File: src/rtl/nswx_map.vh
/*
 * Constants for the nibble-swap / direction-load / exclusive-OR
 * execution block: operation codes, operand ranges, reset values.
 * Assumes inclusion by bare name from the design files.
 */
`ifndef NSWX_MAP_VH
`define NSWX_MAP_VH

// ****************************************************
// Operation codes from the core decoder
// ****************************************************
`define OP_NONE            3'h0
`define OP_NIBBLE_SWAP     3'h1
`define OP_DIRECTION_LOAD  3'h2
`define OP_XOR_IMMEDIATE   3'h3
`define OP_XOR_FILE        3'h4

// ****************************************************
// Operand ranges and selectors
// ****************************************************
`define FILE_ADDR_MAX      7'h7F
`define DIR_SEL_A          7'h05
`define DIR_SEL_B          7'h06
`define DIR_SEL_C          7'h07

// ****************************************************
// Destination bit and reset values
// ****************************************************
`define DEST_WORK          1'b0
`define DEST_FILE          1'b1
`define WORK_RESET         8'h00
`define DIR_RESET          8'hFF
`define ZERO_RESET         1'b0

`endif

File: src/rtl/nibble_swap_xor_direction_load_op_exec.v
/*
 * Execution datapath for nibble swap, direction load and exclusive-OR
 * (immediate and file). Owns the working register, the zero flag and
 * the three port direction registers; writes to the data file are
 * issued as a registered write strobe.
 * Assumes the decoder presents a one-cycle operation strobe with its
 * operands, and the data file supplies the addressed byte in the same
 * cycle on I_FILE_RDATA.
 */
`include "nswx_map.vh"

module nibble_swap_xor_direction_load_op_exec (
   input  wire       I_CLK_SYS,
   input  wire       I_RESETN,
   input  wire       i_op_valid,
   input  wire [2:0] i_op_code,
   input  wire [6:0] i_op_addr,
   input  wire       i_op_dest,
   input  wire [7:0] i_op_literal,
   input  wire [7:0] i_file_rdata,
   output reg        o_file_we,
   output reg  [6:0] o_file_waddr,
   output reg  [7:0] o_file_wdata,
   output reg  [7:0] o_work,
   output reg        o_zero,
   output reg        o_illegal,
   output wire [7:0] o_port_a_direction,
   output wire [7:0] o_port_b_direction,
   output wire [7:0] o_port_c_direction
);

   // ****************************************************
   // Helpers
   // ****************************************************
   function [7:0] nibble_swap;
      input [7:0] b;
      begin
         nibble_swap = {b[3:0], b[7:4]};
      end
   endfunction

   function dir_sel_ok;
      input [6:0] a;
      begin
         dir_sel_ok = (a >= `DIR_SEL_A) && (a <= `DIR_SEL_C);
      end
   endfunction

   // ****************************************************
   // Combinational execute
   // ****************************************************
   reg       file_we_nxt;
   reg [7:0] file_wdata_nxt;
   reg [7:0] work_nxt;
   reg       zero_nxt;
   reg       illegal_nxt;
   reg       dir_we;
   reg [1:0] dir_sel;
   reg [7:0] result;

   always @* begin
      file_we_nxt    = 1'b0;
      file_wdata_nxt = o_file_wdata;
      work_nxt       = o_work;
      zero_nxt       = o_zero;
      illegal_nxt    = 1'b0;
      dir_we         = 1'b0;
      dir_sel        = 2'd0;
      result         = 8'h00;
      if (i_op_valid) begin
         case (i_op_code)
            `OP_NIBBLE_SWAP: begin
               result = nibble_swap(i_file_rdata);
               if (i_op_dest == `DEST_WORK) begin
                  work_nxt = result;
               end else begin
                  file_we_nxt    = 1'b1;
                  file_wdata_nxt = result;
               end
            end
            `OP_DIRECTION_LOAD: begin
               if (dir_sel_ok(i_op_addr)) begin
                  dir_we  = 1'b1;
                  dir_sel = i_op_addr[1:0] - 2'd1;
               end else begin
                  illegal_nxt = 1'b1;
               end
            end
            `OP_XOR_IMMEDIATE: begin
               result   = o_work ^ i_op_literal;
               work_nxt = result;
               zero_nxt = (result == 8'h00);
            end
            `OP_XOR_FILE: begin
               result   = o_work ^ i_file_rdata;
               zero_nxt = (result == 8'h00);
               if (i_op_dest == `DEST_WORK) begin
                  work_nxt = result;
               end else begin
                  file_we_nxt    = 1'b1;
                  file_wdata_nxt = result;
               end
            end
            default: begin
               illegal_nxt = (i_op_code != `OP_NONE);
            end
         endcase
      end
   end

   // ****************************************************
   // State registers
   // ****************************************************
   always @(posedge I_CLK_SYS or negedge I_RESETN) begin
      if (!I_RESETN) begin
         o_file_we    <= 1'b0;
         o_file_waddr <= 7'h00;
         o_file_wdata <= 8'h00;
         o_work       <= `WORK_RESET;
         o_zero       <= `ZERO_RESET;
         o_illegal    <= 1'b0;
      end else begin
         o_file_we    <= file_we_nxt;
         o_file_waddr <= i_op_addr;
         o_file_wdata <= file_wdata_nxt;
         o_work       <= work_nxt;
         o_zero       <= zero_nxt;
         o_illegal    <= illegal_nxt;
      end
   end

   // ****************************************************
   // Port direction registers
   // ****************************************************
   dir_regs u_dir_regs (
      .i_clk    (I_CLK_SYS),
      .i_resetn (I_RESETN),
      .i_we     (dir_we),
      .i_sel    (dir_sel),
      .i_data   (o_work),
      .o_dir_a  (o_port_a_direction),
      .o_dir_b  (o_port_b_direction),
      .o_dir_c  (o_port_c_direction)
   );

endmodule

File: src/rtl/dir_regs.v
/*
 * Three port direction registers, written one at a time.
 * Assumes a single clock and an active-low asynchronous reset.
 */
`include "nswx_map.vh"

module dir_regs (
   input  wire       i_clk,
   input  wire       i_resetn,
   input  wire       i_we,
   input  wire [1:0] i_sel,
   input  wire [7:0] i_data,
   output wire [7:0] o_dir_a,
   output wire [7:0] o_dir_b,
   output wire [7:0] o_dir_c
);

   reg [7:0] dir_r [0:2];

   // ****************************************************
   // One register per port
   // ****************************************************
   genvar g;
   generate
      for (g = 0; g < 3; g = g + 1) begin : g_dir
         always @(posedge i_clk or negedge i_resetn) begin
            if (!i_resetn) begin
               dir_r[g] <= `DIR_RESET;
            end else if (i_we && (i_sel == g)) begin
               dir_r[g] <= i_data;
            end
         end
      end
   endgenerate

   assign o_dir_a = dir_r[0];
   assign o_dir_b = dir_r[1];
   assign o_dir_c = dir_r[2];

endmodule

File: config.mk
export PLATFORM = sky130hd
export DESIGN_NAME = nibble_swap_xor_direction_load_op_exec
export DESIGN_NICKNAME = d
export VERILOG_FILES = /design/src/rtl/nibble_swap_xor_direction_load_op_exec.v /design/src/rtl/dir_regs.v
export VERILOG_INCLUDE_DIRS = /design/src /design/src/rtl
export SDC_FILE = /design/constraint.sdc
export NUM_CORES = 1
export LEC_CHECK = 0
export BUFFER_PORTS_ARGS = -buffer_cell sky130_fd_sc_hd__buf_2
export CAP_MARGIN = 20
export CORE_AREA = 2 2 83 85
export CTS_CLUSTER_SIZE = 10
export DETAILED_ROUTE_END_ITERATION = 8
export DIE_AREA = 0 0 85 87
export PLACE_DENSITY_LB_ADDON = 0.08
export SLEW_MARGIN = 20
export SYNTH_ARGS = -nofsm -noshare
export SYNTH_HDL_FRONTEND = slang
export SYNTH_SLANG_ARGS = --single-unit
File: constraint.sdc
create_clock -name I_CLK_SYS -period 2 [get_ports I_CLK_SYS]
set_clock_uncertainty 0.2 [all_clocks]
set_input_delay 0.2 -clock I_CLK_SYS [delete_from_list [all_inputs] [get_ports I_CLK_SYS]]
set_output_delay 0.2 -clock I_CLK_SYS [all_outputs]
set_load 0.01 [all_outputs]
==> summary.txt <==
Finish
  • Fin nets: 336
  • Ratio of cells with drive above 1 in the final layout: 0.502
  • Non-Filler Instances: between 300 and 400
  • Fill count: 632
  • # diodes: 0
  • Area growth syn-to-layout: 27.6%

Min path
  • Hold-critical path endpoint: o_work[4]
  • Min-delay src: i_file_rdata[0]
  • Min-delay worst type: primary input to flop
  • Hold path cells: 3

Clocking
  • CTS tree: done
  • Worst-path clk slew: ~0.1 ns
  • Max clock buf depth: 2
  • Root Driver: clkbuf_8
  • Clock Latency Late Sink: about 0.31 ns
  • H-tree depth: 2
  • TritonCTS Sinks: 50
  • CTS buffer count: 5

Placement
  • Placer Congestion: between 0.7 and 0.8
  • Final HPWL DP: between 4000 and 5000 um
  • Buffers on Ports: between 70 and 80
  • Placed insts: approximately 370

Synthesis
  • Leading post-synthesis cells by cell area: dfrtp_1, dfstp_2, mux2_2
  • Ys async rst share: 1.00
  • Syn nets: 248
  • Yosys top cell by area: dfrtp_1
  • Cells after synthesis: about 220
  • Post-synthesis cell area: 2540 sq um
  • Avg Synthesized Cell Area: 11.8 sq um
  • Main synth FF type: dfrtp_1
  • Most frequent cell after synthesis: dfrtp_1
  • Post-synth top area share: 0.256
  • Synthesis Warnings: 0
  • Most frequent cells after synthesis: dfrtp_1, dfstp_2, mux2_2
  • Sequential fraction of the synthesis area: 0.504
  • Post-synth EDFFs: 0
  • Netlist cell types: 42
  • Synth Register Bits: 50

STA
  • Slew of the pin with the lowest slew margin: approximately 0.45 ns
  • Final setup vio count: 0
  • Fin crit period: about 1.9 ns
  • Slew margin rel.: 0.697
  • Tcrit/Tclk final: 0.931
  • Unrepaired setup endpoints after global routing: false
  • Hold WS: about 0.06 ns
  • Final slew viol count: 0
  • Number of hold violations in the final report: 0
  • Setup TNS: 0 ns
  • Fmax: approximately 0.54 GHz

Floorplan
  • IO Count: 80
  • Die Wd: between 80 and 90 um
  • Die height: a little under 90 um
  • Total core area: between 6000 and 7000 sq um
  • Initial Utilization: 0.387
  • Core Rows: 30
  • DIE AREA: between 7000 and 8000 sq um

Setup path
  • CP Data Required Time: 2.04 ns
  • CP arrival: between 1.5 and 2 ns
  • R2r worst-path depth: 4
  • FF-to-FF Start: o_work[2]
  • CP endpoint kind: flop
  • CP Class: primary input to flop
  • Worst reg-to-reg setup slack: 0.35 ns
  • Crit-path max FO: 8
  • Worst r2r dst: o_zero
  • Critical Path Start Type: primary input

Global route
  • Largest net degree at the start of global routing: 22
  • Total grt overflow: 0
  • Vias in the first global route: 1848
  • Number of antenna violations at the first check in global routing: 0
  • GRT Overall Usage: 0.174
  • First-pass GRT wire length: 10000 um

Detailed routing
  • DR WL/cell: between 15 and 20 um
  • TritonRoute pass-1 iters: 4
  • DRC Markers: 0
  • Initial DRC Count: 134
  • Total length of routed wires: 6390 um
  • Post-route ant nets: 0
  • Via density: ~5.2
  • Vias: roughly 2000

Power and ir drop
  • Lkg Pwr: 1.55 nW
  • Cell Pwr Density: around 730 nW/um^2
  • Power, Total: between 2 and 2.5 mW
  • Worst vdd ir: approximately 0.36 mV

Run status
  • Status: completed

Flow run
  • Max Cap Viol: 0
==> worst max-delay path by stage <==
stage,start,end,slack (ns),depth (start not counted)
after CTS,i_op_addr[5],u_dir_regs.o_dir_c[7],0.06,7
after detailed placement,i_op_code[2],o_work[6],0.20,6
after floorplan,i_op_code[0],o_work[2],0.27,7
after global routing,i_op_addr[5],u_dir_regs.o_dir_c[7],0.08,7
after global placement,i_op_code[2],o_work[2],0.21,6
final,i_op_addr[5],u_dir_regs.o_dir_c[7],0.14,7
==> metal layers <==
layer | track usage | part of all wire
met5 | 0 | 0
met2 | 0.280 | 0.48
met1 | 0.239 | 0.46
met4 | 0.0491 | 0.0097
met3 | 0.0370 | 0.052
==> metrics by stage <==
stage	util	worst slack (ns)	instance area [sq um]
detailed placement	0.464	0.202	3050
global route	0.494	0.0769	3240
floorplan	-	0.271	2540
finish	0.494	0.139	3240
global placement	0.464	0.210	3050
CTS	0.492	0.0648	3230
==> layout make-up <==
| class | instances | area, sq um | share of cell area |
|---|---|---|---|
| clock inverter | 2 | 13.8 | 0.00424 |
| tap | 80 | 100 | 0.0309 |
| timing repair buffer | 100 | 586 | 0.181 |
| multi-input combinational | 141 | 1150 | 0.353 |
| sequential | 50 | 1280 | 0.395 |
| clock buffer | 6 | 93.8 | 0.0289 |
| inverter | 6 | 22.5 | 0.00694 |
==> cell families after synthesis <==
logic type / share of synthesized area
multiplexers: 0.106
flip-flops: 0.504
AO/OA/AOI/OAI: 0.183
AND/OR/NAND/NOR: 0.0901
adder cells (fa/ha/maj): 0.00984
XOR/XNOR: 0.0586
buffers and inverters: 0.0487
==> critical path, stage by stage <==
cell	delay (ns)
dlygate4sd3_1	0.54
buf_2	0.13
nand2b_1	0.17
nor4_4	0.24
nand4_1	0.14
buf_4	0.19
mux2_2	0.29
==> repair_timing <==
action / CTS / global route
hold buffers: 8 / 0
endpoints found under the hold margin: 24 / 0
setup endpoints to repair: 0 / 19
gates resized for setup: 0 / 1
setup buffers: 0 / 0
==> power by group <==
| part | total [mW] | switching [mW] | leakage [nW] | internal (mW) |
|---|---|---|---|---|
| logic | 0.494 | 0.254 | 0.924 | 0.240 |
| clock network | 0.683 | 0.358 | 0.0567 | 0.325 |
| registers | 1.21 | 0.107 | 0.572 | 1.10 |
==> sequential cells by signal, indices dropped and copies added, names as in the netlist <==
| name | flops |
|---|---|
| u_dir_regs.o_dir_a | 8 |
| u_dir_regs.o_dir_b | 8 |
| o_file_we | 1 |
| o_illegal | 1 |
| u_dir_regs.o_dir_c | 8 |
| o_work | 8 |
| o_file_waddr | 7 |
| o_zero | 1 |
| o_file_wdata | 8 |
==> placed cells by master (no fill, tap or decap), types with 8 or more instances in the layout <==
cell type	instances
dlygate4sd3_1	8
buf_4	12
dfstp_2	24
xor2_1	8
buf_2	79
a211oi_1	9
xnor2_1	9
mux2_2	24
dfrtp_1	26
(Power assumes the default switching activity.)
